## src/kwd_params.svh

```systemverilog
/*
 * Constants of the keyed watchdog: register offset, command codes,
 * field positions, reset values and synchronisation counts.
 * Assumes inclusion by bare name from the package and the design.
 */
`ifndef KWD_PARAMS_SVH
`define KWD_PARAMS_SVH

`define KWD_ADDR_CTRL 8'h97
`define KWD_CMD_RELOAD 8'ha5
`define KWD_CMD_DIS1 8'hde
`define KWD_CMD_DIS2 8'had
`define KWD_CMD_LOCK 8'hff
`define KWD_CMD_BIT 7
`define KWD_SEL_MSB 2
`define KWD_ACT_BIT 4
`define KWD_SEL_RST 3'h7
`define KWD_ARM_WIN 3'h4
`define KWD_EN_TICKS 2'h2
`define KWD_DIS_TICKS 2'h3
`define KWD_EXP_BASE 5'h06
`define KWD_DIV_LOG2 5'h04
`define KWD_CNT_W 16

`endif

```

## src/kwd_pkg.sv

```systemverilog
/*
 * Types of the keyed watchdog: bus request carrier and module state.
 * Assumes kwd_params.svh is on the include path.
 */
`include "kwd_params.svh"

package kwd_pkg;

    typedef struct packed {
        logic wr;
        logic rd;
        logic [7:0] addr;
        logic [7:0] wdata;
    } kwd_bus_req_type;

    typedef struct packed {
        logic enabled;
        logic lock;
        logic [`KWD_SEL_MSB:0] sel;
        logic [`KWD_CNT_W-1:0] cnt;
        logic [2:0] arm_cnt;
        logic en_pend;
        logic [1:0] en_ticks;
        logic dis_pend;
        logic [1:0] dis_ticks;
        logic rst_req;
        logic lfo_force;
        logic [7:0] rdata;
    } kwd_state_type;

endpackage : kwd_pkg

```

## src/kwd_watchdog.sv

```systemverilog
/*
 * Keyed watchdog timer: one command/control register, a 16-bit counter
 * advanced by divided low-frequency oscillator ticks, reset request out.
 * Assumes lfo_tick_in is a one-cycle pulse per divided oscillator
 * period (oscillator divided by 16), synchronous to clk_in, and that the
 * system returns rst_n_in low after a reset request.
 */
// The address-and-strobe port is this design's own decision.
//
// Contract
// - counter reaching programmed limit forces a whole system reset
// - after reset: enabled, running, interval select reads all ones
// - writing 0xa5 enables the watchdog and clears the counter
// - while enabled the 16-bit counter advances on each divided tick
// - 0xde then 0xad within four clocks disables; else ignored
// - disabling holds the counter value, it is not cleared
// - limit comparison always active, can reset even when disabled
// - 0xff locks out disabling until reset; no enable, no clear
// - write with bit 7 clear loads interval select from bits 2..0
// - read returns interval in bits 2..0 and active flag in bit 4
// - eight selections span nominally 0.8 ms to 13.1 s
// - delays: enable two ticks, interval one clock, disable three ticks
// - oscillator forced on whenever the watchdog is active
// - watchdog reset leaves the external reset pin untouched
`timescale 1ns/1ps

`include "kwd_params.svh"

module kwd_watchdog (
    input wire logic clk_in,
    input wire logic rst_n_in,
    input wire kwd_pkg::kwd_bus_req_type bus_in,
    input wire logic lfo_tick_in,
    output logic [7:0] rdata_out,
    output logic wdt_rst_req_out,
    output logic active_out,
    output logic lfo_force_on_out
);
    import kwd_pkg::*;

    ////////////////////////////////////////////////////////////////////////
    // state

    kwd_state_type st_r;
    kwd_state_type st_nxt;

    ////////////////////////////////////////////////////////////////////////
    // decode of the one register

    logic hit_ctrl;
    logic wr_ctrl;
    logic rd_ctrl;
    logic [7:0] wval;

    assign hit_ctrl = (bus_in.addr == `KWD_ADDR_CTRL);
    assign wr_ctrl = bus_in.wr && hit_ctrl;
    assign rd_ctrl = bus_in.rd && hit_ctrl;
    assign wval = bus_in.wdata;

    logic cmd_reload;
    logic cmd_dis1;
    logic cmd_dis2;
    logic cmd_lock;
    logic cmd_sel;

    assign cmd_reload = wr_ctrl && (wval == `KWD_CMD_RELOAD);
    assign cmd_dis1 = wr_ctrl && (wval == `KWD_CMD_DIS1);
    assign cmd_dis2 = wr_ctrl && (wval == `KWD_CMD_DIS2);
    assign cmd_lock = wr_ctrl && (wval == `KWD_CMD_LOCK);
    assign cmd_sel = wr_ctrl && !wval[`KWD_CMD_BIT];

    ////////////////////////////////////////////////////////////////////////
    // timeout limit in divided ticks
    // four to the (3 + sel) oscillator periods, divided by the prescale of
    // sixteen: 2^(6 + 2*sel - 4). the top setting needs 65536 ticks, so
    // the compare is done against limit - 1 to stay inside 16 bits.

    localparam int NSEL = 1 << (`KWD_SEL_MSB + 1);

    logic [`KWD_CNT_W-1:0] lim_tab [NSEL];
    logic [`KWD_CNT_W-1:0] lim_m1;

    // one constant entry per interval selection, picked by the select
    for (genvar gi = 0; gi < NSEL; gi++) begin : g_lim
        localparam int SHIFT = 2 * gi + `KWD_EXP_BASE - `KWD_DIV_LOG2;
        localparam logic [`KWD_CNT_W:0] FULL =
            (17'h00001 << SHIFT) - 17'h00001;
        assign lim_tab[gi] = FULL[`KWD_CNT_W-1:0];
    end

    assign lim_m1 = lim_tab[st_r.sel];

    logic expire;

    // compare runs whether enabled or not; a lowered interval can already
    // lie below the held count and fires at once
    assign expire = (st_r.cnt > lim_m1)
        || (st_r.cnt == lim_m1 && st_r.enabled && lfo_tick_in);

    ////////////////////////////////////////////////////////////////////////
    // next state

    always_comb begin
        st_nxt = st_r;

        // disable key window: counts down after the first key
        if (st_r.arm_cnt != 3'h0) begin
            st_nxt.arm_cnt = st_r.arm_cnt - 3'h1;
        end
        if (wr_ctrl) begin
            st_nxt.arm_cnt = 3'h0;
        end
        if (cmd_dis1) begin
            st_nxt.arm_cnt = `KWD_ARM_WIN;
        end

        // second key only counts inside the window and without lockout
        if (cmd_dis2 && st_r.arm_cnt != 3'h0 && !st_r.lock) begin
            st_nxt.dis_pend = 1'b1;
            st_nxt.dis_ticks = 2'h0;
            st_nxt.en_pend = 1'b0;
        end

        if (cmd_reload) begin
            st_nxt.en_pend = 1'b1;
            st_nxt.en_ticks = 2'h0;
            st_nxt.dis_pend = 1'b0;
        end

        // lockout only; enable and count are left alone
        if (cmd_lock) begin
            st_nxt.lock = 1'b1;
        end

        // interval takes effect one system clock after the write
        if (cmd_sel) begin
            st_nxt.sel = wval[`KWD_SEL_MSB:0];
        end

        // counting on the divided tick
        if (lfo_tick_in && st_r.enabled) begin
            st_nxt.cnt = st_r.cnt + 16'h0001;
        end

        // commands cross into the tick domain with fixed tick delays
        if (lfo_tick_in && st_r.en_pend && !cmd_reload) begin
            st_nxt.en_ticks = st_r.en_ticks + 2'h1;
            if (st_r.en_ticks + 2'h1 == `KWD_EN_TICKS) begin
                st_nxt.en_pend = 1'b0;
                st_nxt.enabled = 1'b1;
                st_nxt.cnt = 16'h0000;
            end
        end
        if (lfo_tick_in && st_r.dis_pend && !cmd_dis2) begin
            st_nxt.dis_ticks = st_r.dis_ticks + 2'h1;
            if (st_r.dis_ticks + 2'h1 == `KWD_DIS_TICKS) begin
                st_nxt.dis_pend = 1'b0;
                st_nxt.enabled = 1'b0;
                st_nxt.cnt = st_r.cnt;
            end
        end

        // request stays until the system reset comes back around
        if (expire) begin
            st_nxt.rst_req = 1'b1;
        end

        // oscillator held on while active or an enable is on its way
        st_nxt.lfo_force = st_nxt.enabled || st_nxt.en_pend;

        // read data stand in the cycle after the strobe only
        st_nxt.rdata = 8'h00;
        if (rd_ctrl) begin
            st_nxt.rdata[`KWD_SEL_MSB:0] = st_r.sel;
            st_nxt.rdata[`KWD_ACT_BIT] = st_r.enabled;
        end
    end

    ////////////////////////////////////////////////////////////////////////
    // state register

    always_ff @(posedge clk_in) begin
        if (!rst_n_in) begin
            st_r <= '0;
            st_r.enabled <= 1'b1;
            st_r.sel <= `KWD_SEL_RST;
            st_r.lfo_force <= 1'b1;
        end else begin
            st_r <= st_nxt;
        end
    end

    ////////////////////////////////////////////////////////////////////////
    // outputs
    // the request feeds the internal reset tree only; the external reset
    // pin has no driver here

    assign rdata_out = st_r.rdata;
    assign wdt_rst_req_out = st_r.rst_req;
    assign active_out = st_r.enabled;
    assign lfo_force_on_out = st_r.lfo_force;

endmodule : kwd_watchdog

```

## config.mk

```make
export PLATFORM = sky130hd
export DESIGN_NAME = kwd_watchdog
export DESIGN_NICKNAME = d
export VERILOG_FILES = /design/src/kwd_pkg.sv /design/src/kwd_watchdog.sv
export VERILOG_INCLUDE_DIRS = /design/src
export SDC_FILE = /design/constraint.sdc
export NUM_CORES = 1
export LEC_CHECK = 0
export BUFFER_PORTS_ARGS = -buffer_cell sky130_fd_sc_hd__clkbuf_2
export CAP_MARGIN = 10
export CELL_PAD_IN_SITES_DETAIL_PLACEMENT = 1
export CELL_PAD_IN_SITES_GLOBAL_PLACEMENT = 2
export CORE_MARGIN = 1
export CORE_UTILIZATION = 33
export CTS_CLUSTER_SIZE = 16
export DETAILED_ROUTE_END_ITERATION = 16
export PLACE_DENSITY = 0.79
export SLEW_MARGIN = 20
export SYNTH_ARGS = -nofsm -noshare
export SYNTH_HDL_FRONTEND = slang
export SYNTH_SLANG_ARGS = --single-unit
export TNS_END_PERCENT = 20
```

## constraint.sdc

```tcl
create_clock -name clk_in -period 2 [get_ports clk_in]
set_clock_uncertainty 0.05 [all_clocks]
set_input_delay 0 -clock clk_in [delete_from_list [all_inputs] [get_ports clk_in]]
set_output_delay 0 -clock clk_in [all_outputs]
set_load 0.02 [all_outputs]
```

==> Flow_metrics.wiki, run 1 <==
{| class="wikitable"
! Metric !! Value
|-
| Final setup viols || 0
|-
| Critical-path cell list || dlygate4sd3_1 > clkbuf_2 > and4bb_2 > and4_2 > a21o_2 > nor2_1 > and4b_1
|-
| Share of the clock period used by the worst path after layout || 96.2%
|-
| Number of placed instances, taps included || 351
|-
| Row cnt || 28
|-
| First-pass GRT wire length || 9.38 mm
|-
| Number of antenna-violating nets in the routed design || 0
|-
| Total number of yosys warnings || 0
|-
| Chip height || 81.7 um
|-
| # diodes || 0
|-
| Leading post-synthesis cells by cell area || sky130_fd_sc_hd__dfxtp_1 (34%), sky130_fd_sc_hd__ha_1 (8.3%), sky130_fd_sc_hd__a21oi_1 (5.0%)
|-
| Netlist cell types || 49
|-
| Mean post-synth cell area || 8.23 sq um
|-
| CTS tree || built
|-
| Critical Path Sink Type || register
|-
| Post-DP HPWL || 4.36 mm
|-
| Prevailing post-synth register cell || sky130_fd_sc_hd__dfxtp_1
|-
| Flip-flop and latch count after synthesis || 36
|-
| Largest net degree at the start of global routing || 18
|-
| Delay of the slowest critical-path stage || 0.54 ns
|-
| Final routed wire length divided by cell count || 15.2 um
|-
| Design Power || 1590 uW
|-
| DRC viols || 0
|-
| Count of pins on the block boundary || 32
|-
| Library cell with the largest summed area after synthesis || sky130_fd_sc_hd__dfxtp_1
|-
| Post-CTS Repair Setup Buffers || 0
|-
| TritonCTS Sinks || 36
|-
| Cell area power density || 648 mW/mm^2
|-
| CTS Root Buffer Type || sky130_fd_sc_hd__clkbuf_8
|-
| Number of buffers added on ports || 27
|-
| Setup TNS after final layout || 0 ns
|-
| Final Instance Count excl. Fillers || 365
|-
| Critical Setup Path Class || input pin to register
|-
| Result of the run || finished, final reports clean
|-
| Final number of max-transition violations || 0
|-
| Worst-path clk slew || 0.07 ns
|-
| Static leakage || 0.00100 uW
|-
| Unrepaired setup endpoints after global routing || false
|-
| Slowest cell on the critical path || sky130_fd_sc_hd__dlygate4sd3_1
|-
| Max-capacitance violation count || 0
|-
| Netlist area before placement || 0.00210 sq mm
|-
| Number of vias per cell || 5.34
|-
| Initial standard-cell utilization of the core || 34.8%
|-
| EDFF count, synth || 0
|-
| Data required, critical path || 2.13 ns
|-
| Buffers from clock root to sink, at most || 2
|-
| Arrival time reported for the critical path endpoint || 2.05 ns
|-
| Number of endpoints with negative hold slack in the final report || 0
|-
| Initial detailed-routing violation count || 68
|-
| Total via count after detailed routing || 1950
|-
| Number of global-route vias before repair || 1873
|-
| Portion of the post-synthesis area used by sequential elements || 34.3%
|-
| Layout overhead on the synthesized area || 17.2%
|-
| Net count of the finished layout || 324
|-
| FFs w/ async S/R, synth || 0%
|-
| Core footprint || 0.00603 sq mm
|-
| Number of H-tree branching levels || 2
|-
| Latest clock arrival within the worst-skew pair || 0.29 ns
|-
| Cells after synthesis || 255
|-
| Minimum clock period || 1.92 ns
|-
| Sum of routed wire length over all layers || 5.55 mm
|-
| Share of cells above drive strength 1 || 17.9%
|-
| Peak Freq || 520 MHz
|-
| Gp weighted congestion || 0.820
|-
| Count of TritonRoute iterations in the first routing pass || 4
|-
| Leading cell types in the layout, fill and taps excluded || sky130_fd_sc_hd__dfxtp_1 (35), sky130_fd_sc_hd__nand2_1 (27), sky130_fd_sc_hd__clkbuf_2 (27)
|-
| Antenna violations before repair || 0
|-
| Most common cell after layout, fill and taps aside || sky130_fd_sc_hd__dfxtp_1
|-
| Horizontal extent of the die || 81.7 um
|-
| Share of Yosys cell area claimed by the top area cell type || 34.3%
|-
| Die area || 0.00668 sq mm
|-
| Peak VDD IR || 0.000271 V
|-
| Total GRT Usage || 18.6%
|-
| Maximum fanout along the worst path || 7
|-
| Number of buffers created by CTS || 5
|-
| Worst setup SP type || input pin
|-
| Hold Crit Class || input pin to register
|-
| Total overflow reported by the global router || 0
|}
## through the flow
| stage | hold WS (ns) | worst slack [ns] | area, sq um | utilization (%) |
|---|---|---|---|---|
| after floorplan | 0.0741 | 0.198 | 2110 | - |
| after global placement | 0.237 | 0.186 | 2290 | 38.0 |
| after detailed placement | 0.232 | 0.141 | 2290 | 38.0 |
| after CTS | 0.0328 | 0.00417 | 2460 | 40.8 |
| after global routing | 0.0428 | 0.000121 | 2460 | 40.8 |
| final | 0.0356 | 0.0752 | 2460 | 40.8 |
## worst max-delay path: cells and delay by family
family                 cells  cell delay [ns]
buffers and inverters      2             0.68
AO/OA/AOI/OAI              1             0.26
AND/OR/NAND/NOR            4             1.11
## final cells by class
type,instances,area [sq um]
Fill cell,751,3570
Multi-Input combinational cell,193,1240
Sequential cell,36,722
Timing Repair Buffer,40,248
Tap cell,75,93.8
Clock buffer,6,72.6
Inverter,13,48.8
Clock inverter,2,35.0
## state kept, by name (all words and copies together) (netlist names)
register and count:
rdata_out 4, st_r 29, lfo_force_on_out 1, active_out 1, wdt_rst_req_out 1
## synthesized netlist by cell type (3+ instances only)
cell                       instances
sky130_fd_sc_hd__or3_1             9
sky130_fd_sc_hd__and4b_1           3
sky130_fd_sc_hd__o21a_1            3
sky130_fd_sc_hd__buf_4             8
sky130_fd_sc_hd__ha_1             14
sky130_fd_sc_hd__nand4_1           8
sky130_fd_sc_hd__nand2_1          27
sky130_fd_sc_hd__dfxtp_1          36
sky130_fd_sc_hd__inv_1            13
sky130_fd_sc_hd__nor2_1           15
sky130_fd_sc_hd__a21oi_1          21
sky130_fd_sc_hd__o21ai_0          15
sky130_fd_sc_hd__mux2i_1           6
sky130_fd_sc_hd__nand3_1          10
sky130_fd_sc_hd__nor3_1            9
sky130_fd_sc_hd__a31o_2            3
sky130_fd_sc_hd__clkbuf_1          3
sky130_fd_sc_hd__and4_1            3
sky130_fd_sc_hd__buf_2             4
sky130_fd_sc_hd__and2_1            7
## worst paths after layout
kind                         startpoint                           end  slack, ns  depth (start not counted)
setup reg to reg  st_r[35]$_SDFFE_PN1P_  wdt_rst_req_out$_SDFFE_PN0P_       0.11                          7
setup / recovery              bus_in[0]         st_r[31]$_SDFFE_PN0P_       0.08                          7
hold / removal              lfo_tick_in         st_r[14]$_SDFFE_PN0P_       0.04                          2
hold reg to reg   st_r[38]$_SDFFE_PN0P_         st_r[38]$_SDFFE_PN0P_       0.43                          2
## metal layers
metal  GRT usage (%)  routed length [um]  vias to the layer above
met5               0                   0                        -
met4            5.26                  53                        0
met3            3.33                 131                        4
met2            29.9                2550                       23
met1            25.2                2810                      944
li1                -                   -                      979
## power breakdown
part           internal, uW  switching, uW
sequential              736           13.5
clock                   370            272
combinational          86.0            114
## cell families (layout without fill, tap and decap cells)
kind of cell / Yosys count / in the layout / synth area share, %
buffers and inverters: 29 / 61 / 7.22
xor gates and xnor gates: 3 / 3 / 1.25
and+or+nand+nor: 104 / 104 / 26.8
AOI/OAI and AO/OA: 62 / 62 / 19.0
adders and majority gates: 14 / 14 / 8.35
muxes: 6 / 6 / 2.86
DFF: 36 / 36 / 34.3
other: 1 / 4 / 0.179
## what timing repair did
item                                   in CTS  in global routing
hold buffers                                6                  0
endpoints found under the hold margin       5                  0
gates resized for setup                     0                  2
setup endpoints to repair                   0                  4
Power figures use the tool's default switching activity.
==> inputs of run 2 (changes only) <==
- MAX_ROUTING_LAYER: default -> met4
==> Flow_metrics.wiki, run 2 (same netlist as run 1, synthesis figures left out) <==
{| class="wikitable"
! Metric !! Value
|-
| Layout overhead on the synthesized area || 17.2%
|-
| Horizontal extent of the die || 81.7 um
|-
| Gp weighted congestion || 0.833
|-
| Cell type group with the largest total delay on the critical path || simple AND/OR/NAND/NOR gates
|-
| Switching part of the total || 25.0%
|-
| Largest net degree at the start of global routing || 18
|-
| CTS tree || built
|-
| Worst-case reg-to-reg path depth || 7
|-
| Static leakage || 0.00100 uW
|-
| Chip height || 81.7 um
|-
| Share of cells above drive strength 1 || 17.9%
|-
| Final number of max-transition violations || 0
|-
| Final design instance area without fill || 0.00246 sq mm
|-
| Total via count after detailed routing || 1947
|-
| Peak Freq || 521 MHz
|-
| Hold Crit Depth || 2
|-
| Slowest cell on the critical path || sky130_fd_sc_hd__dlygate4sd3_1
|-
| Post-Route Hold Slack || 0.0379 ns
|-
| Critical Path Sink Type || register
|-
| Most common cell after layout, fill and taps aside || sky130_fd_sc_hd__dfxtp_1
|-
| Switching power summed over all nets || 398 uW
|-
| Flip-flop count of the largest register, all copies and words added || 29
|-
| Latest clock arrival within the worst-skew pair || 0.28 ns
|-
| Launching point of the worst reg2reg path || st_r[35]$_SDFFE_PN1P_
|-
| Part of the power in the clock network || 40.2%
|-
| Post-DP HPWL || 4.36 mm
|-
| Sum of routed wire length over all layers || 5.54 mm
|-
| First-pass GRT wire length || 9.40 mm
|-
| Number of buffers created by CTS || 5
|-
| Number of vias per cell || 5.33
|-
| Initial standard-cell utilization of the core || 34.8%
|-
| Count of pins on the block boundary || 32
|-
| Share of total power in combinational logic || 12.6%
|-
| Unrepaired setup endpoints after global routing || false
|-
| Buffers and inverters on the worst path || 2
|-
| TritonCTS Sinks || 36
|-
| Delay of the slowest critical-path stage || 0.54 ns
|-
| Number of global-route vias before repair || 1869
|-
| Share of the clock period used by the worst path after layout || 96.0%
|-
| Portion of total power attributed to sequential cells || 47.2%
|-
| Net count of the finished layout || 324
|-
| Total stage count of the critical path || 7
|-
| Peak VDD IR || 0.000271 V
|-
| Data required, critical path || 2.13 ns
|-
| CTS Root Buffer Type || sky130_fd_sc_hd__clkbuf_8
|-
| Number of H-tree branching levels || 2
|-
| Worst-path clk slew || 0.07 ns
|-
| Setup TNS after final layout || 0 ns
|-
| Number of buffers added on ports || 27
|-
| Number of antenna-violating nets in the routed design || 0
|-
| Biggest register || st_r
|-
| Critical Setup Path Class || input pin to register
|-
| Final routed wire length divided by cell count || 15.2 um
|-
| Hold path startpoint || lfo_tick_in
|-
| Critical Path Start || bus_in[0]
|-
| Minimum clock period || 1.92 ns
|-
| DRC viols || 0
|-
| Post-place instance area || 0.00229 sq mm
|-
| Worst setup SP type || input pin
|-
| Antenna violations before repair || 0
|-
| # diodes || 0
|-
| Total overflow reported by the global router || 0
|-
| Max-capacitance violation count || 0
|-
| Cell area power density || 647 mW/mm^2
|-
| Arrival time reported for the critical path endpoint || 2.05 ns
|-
| Count of TritonRoute iterations in the first routing pass || 4
|-
| Post-CTS Repair Setup Buffers || 0
|-
| Leading cell types in the layout, fill and taps excluded || sky130_fd_sc_hd__dfxtp_1 (35), sky130_fd_sc_hd__nand2_1 (27), sky130_fd_sc_hd__clkbuf_2 (27)
|-
| Hold Crit Class || input pin to register
|-
| Die area || 0.00668 sq mm
|-
| Total GRT Usage || 19.2%
|-
| Initial detailed-routing violation count || 72
|-
| Maximum fanout along the worst path || 7
|-
| Row cnt || 28
|-
| Core footprint || 0.00603 sq mm
|-
| Buffers from clock root to sink, at most || 2
|-
| Internal reg-to-reg setup slack || 0.11 ns
|-
| Number of endpoints with negative hold slack in the final report || 0
|-
| Result of the run || finished, final reports clean
|-
| Critical-path cell list || dlygate4sd3_1 > clkbuf_2 > and4bb_2 > and4_2 > a21o_2 > nor2_1 > and4b_1
|-
| Internal || 1190 uW
|-
| Final setup viols || 0
|}
-- run 2: cell counts in the layout (fill, tap and decap cells not counted) --
No cell type changed its count.
-- run 2: stage by stage --
| stage | std cells | power [uW] | util [%] | setup WS (ns) |
|---|---|---|---|---|
| floorplan | 258 | 906 | - | 0.198 |
| global placement | 351 | 953 | 38.0 | 0.186 |
| detailed placement | 351 | 966 | 38.0 | 0.141 |
| CTS | 365 | 1620 | 40.8 | 0.00417 |
| global route | 365 | 1690 | 40.8 | 0.000118 |
| finish | 365 | 1590 | 40.8 | 0.0792 |
-- run 2: power groups by stage --
stage	Sequential, uW	Combinational (uW)	Clock [uW]
2_1_floorplan	763	143	0
3_3_place_gp	766	188	0
3_5_place_dp	767	198	0
4_1_cts	750	206	660
5_1_grt	754	235	698
6_report	750	201	640
-- run 2: final timing paths --
check / to
setup / recovery: st_r[31]$_SDFFE_PN0P_
hold / removal: st_r[14]$_SDFFE_PN0P_
setup reg to reg: wdt_rst_req_out$_SDFFE_PN0P_
hold reg to reg: st_r[38]$_SDFFE_PN0P_
-- run 2: timing repair --
item | CTS | global route
hold buffers | 6 | 0
gates resized for setup | 0 | 2
setup endpoints to repair | 0 | 4
hold endpoints to repair | 5 | 0
-- run 2: final cells by class --
class	count	area, sq um
clock inverter	2	35.0
tap	75	93.8
multi-input combinational	193	1240
fill	751	3570
clock buffer	6	72.6
inverter	13	48.8
timing repair buffer	40	248
sequential	36	722
-- run 2: per-layer routing --
metal	vias to the layer above	wire [um]	part of all wire [%]	track usage, %
met3	2	149	2.7	3.67
li1	982	-	-	-
met2	24	2570	46	29.9
met4	0	33	0.60	5.26
met5	-	0	0	-
met1	939	2780	50	25.2
==> inputs of run 3 (changes only) <==
- CORE_ASPECT_RATIO: default -> 0.8
==> Flow_metrics.wiki, run 3 (same netlist as run 1, synthesis figures left out) <==
{| class="wikitable"
! Metric !! Value
|-
| Result of the run || finished, final reports clean
|-
| Internal || 1070 uW
|-
| Final routed wire length divided by cell count || 15.9 um
|-
| Initial standard-cell utilization of the core || 34.9%
|-
| Critical Path Sink Type || register
|-
| Total GRT Usage || 19.4%
|-
| CTS tree || built
|-
| Arrival time reported for the critical path endpoint || 2.08 ns
|-
| Data required, critical path || 2.16 ns
|-
| Headroom to the max-slew limit || 64.6%
|-
| Number of buffers created by CTS || 5
|-
| Number of vias per cell || 5.22
|-
| Cell area power density || 610 mW/mm^2
|-
| Post-DP HPWL || 4.57 mm
|-
| Total via count after detailed routing || 1926
|-
| Core footprint || 0.00601 sq mm
|-
| Static leakage || 0.000978 uW
|-
| Number of endpoints with negative hold slack in the final report || 0
|-
| Chip height || 73.3 um
|-
| Antenna violations before repair || 0
|-
| Switching power summed over all nets || 417 uW
|-
| # diodes || 0
|-
| Register area || 721 sq um
|-
| Worst setup SP type || input pin
|-
| Setup TNS after final layout || 0 ns
|-
| Delay of the slowest critical-path stage || 0.54 ns
|-
| Portion of total power attributed to sequential cells || 50.4%
|-
| Unrepaired setup endpoints after global routing || false
|-
| Critical Setup Path Class || input pin to register
|-
| Post-CTS Repair Setup Buffers || 0
|-
| Initial detailed-routing violation count || 59
|-
| Gp weighted congestion || 0.830
|-
| Worst Tran Pin Value || 0.526 ns
|-
| Share of the core filled with cells || 40.6%
|-
| Max-capacitance violation count || 0
|-
| First-pass GRT wire length || 9.71 mm
|-
| Most common cell after layout, fill and taps aside || sky130_fd_sc_hd__dfxtp_1
|-
| Maximum fanout along the worst path || 7
|-
| Flip-flop count of the largest register, all copies and words added || 29
|-
| Filler instances || 747
|-
| Slowest cell on the critical path || sky130_fd_sc_hd__dlygate4sd3_1
|-
| Share of cells above drive strength 1 || 18.1%
|-
| Worst-path clk slew || 0.08 ns
|-
| Count of pins on the block boundary || 32
|-
| Share of the clock period used by the worst path after layout || 95.7%
|-
| Number of antenna-violating nets in the routed design || 0
|-
| Switching part of the total || 28.1%
|-
| Part of the power in the clock network || 35.6%
|-
| Layout overhead on the synthesized area || 16.2%
|-
| Buffers from clock root to sink, at most || 2
|-
| Buffers and inverters on the worst path || 2
|-
| Hold Crit Class || input pin to register
|-
| Row cnt || 25
|-
| Latest clock arrival within the worst-skew pair || 0.29 ns
|-
| Total overflow reported by the global router || 0
|-
| Leading cell types in the layout, fill and taps excluded || sky130_fd_sc_hd__dfxtp_1 (36), sky130_fd_sc_hd__nand2_1 (27), sky130_fd_sc_hd__clkbuf_2 (27)
|-
| Share of total power in combinational logic || 14.0%
|-
| Number of buffers added on ports || 27
|-
| Area taken by multi-input logic gates || 0.00124 sq mm
|-
| Cell type group with the largest total delay on the critical path || simple AND/OR/NAND/NOR gates
|-
| Horizontal extent of the die || 91.2 um
|-
| Largest net degree at the start of global routing || 18
|-
| DRC viols || 0
|-
| Peak VDD IR || 0.000257 V
|-
| Final setup viols || 0
|-
| TritonCTS Sinks || 36
|-
| Peak Freq || 522 MHz
|-
| Biggest register || st_r
|-
| Sum of routed wire length over all layers || 5.85 mm
|-
| Die area || 0.00668 sq mm
|-
| Number of H-tree branching levels || 2
|-
| Minimum clock period || 1.91 ns
|-
| Count of TritonRoute iterations in the first routing pass || 4
|-
| CTS Root Buffer Type || sky130_fd_sc_hd__clkbuf_8
|-
| Net count of the finished layout || 322
|-
| Final number of max-transition violations || 0
|-
| Number of global-route vias before repair || 1936
|-
| Critical-path cell list || dlygate4sd3_1 > clkbuf_2 > and4b_1 > and4_2 > a21oi_4 > or4b_1 > a31oi_1
|}
==> run 3: what timing repair did <==
action | 4_1_cts | 5_1_grt
hold buffers | 5 | 0
hold endpoints to repair | 4 | 0
endpoints found under the setup margin | 0 | 4
resized for setup | 0 | 4
==> run 3: power by group through the flow <==
stage / registers, uW / clock network, uW / logic, uW
4_1_cts: 749 / 554 / 212
5_1_grt: 752 / 584 / 235
6_report: 748 / 529 / 208
3_3_place_gp: 765 / 0 / 195
2_1_floorplan: 763 / 0 / 143
3_5_place_dp: 766 / 0 / 204
==> run 3: per-stage QoR <==
stage	std cells	power [uW]	setup slack (ns)	instance area, sq um	hold slack [ns]
6_report	369	1490	0.0857	2440	0.0278
3_3_place_gp	356	960	0.176	2290	0.232
2_1_floorplan	258	906	0.198	2110	0.0741
4_1_cts	369	1510	0.0391	2430	0.0149
5_1_grt	369	1570	0.0109	2440	0.0450
3_5_place_dp	356	969	0.0907	2290	0.225
==> run 3: layout make-up <==
class	instances	area share, %
Clock buffer	5	2.82
Clock inverter	3	0.975
Inverter	13	2.00
Multi-Input combinational cell	193	51.0
Sequential cell	36	29.6
Tap cell	81	4.16
Timing Repair Buffer	38	9.45
==> run 3: metal layers <==
layer,up-vias,wire length (um),global-route usage [%]
met2,20,2580,30.2
li1,977,-,-
met3,4,156,3.42
met1,925,3090,26.4
met5,-,0,-
met4,0,37,4.23
==> run 3: worst paths after layout <==
path / cells after the start / endpoint / startpoint / slack (ns)
worst min register to register: 2 / st_r[17]$_SDFFE_PP0P_ / st_r[17]$_SDFFE_PP0P_ / 0.44
worst max-delay path: 7 / st_r[28]$_SDFFE_PN0P_ / bus_in[1] / 0.09
worst max register to register: 6 / st_r[31]$_SDFFE_PN0P_ / st_r[19]$_SDFFE_PN0P_ / 0.16
worst min-delay path: 2 / st_r[14]$_SDFFE_PN0P_ / lfo_tick_in / 0.03
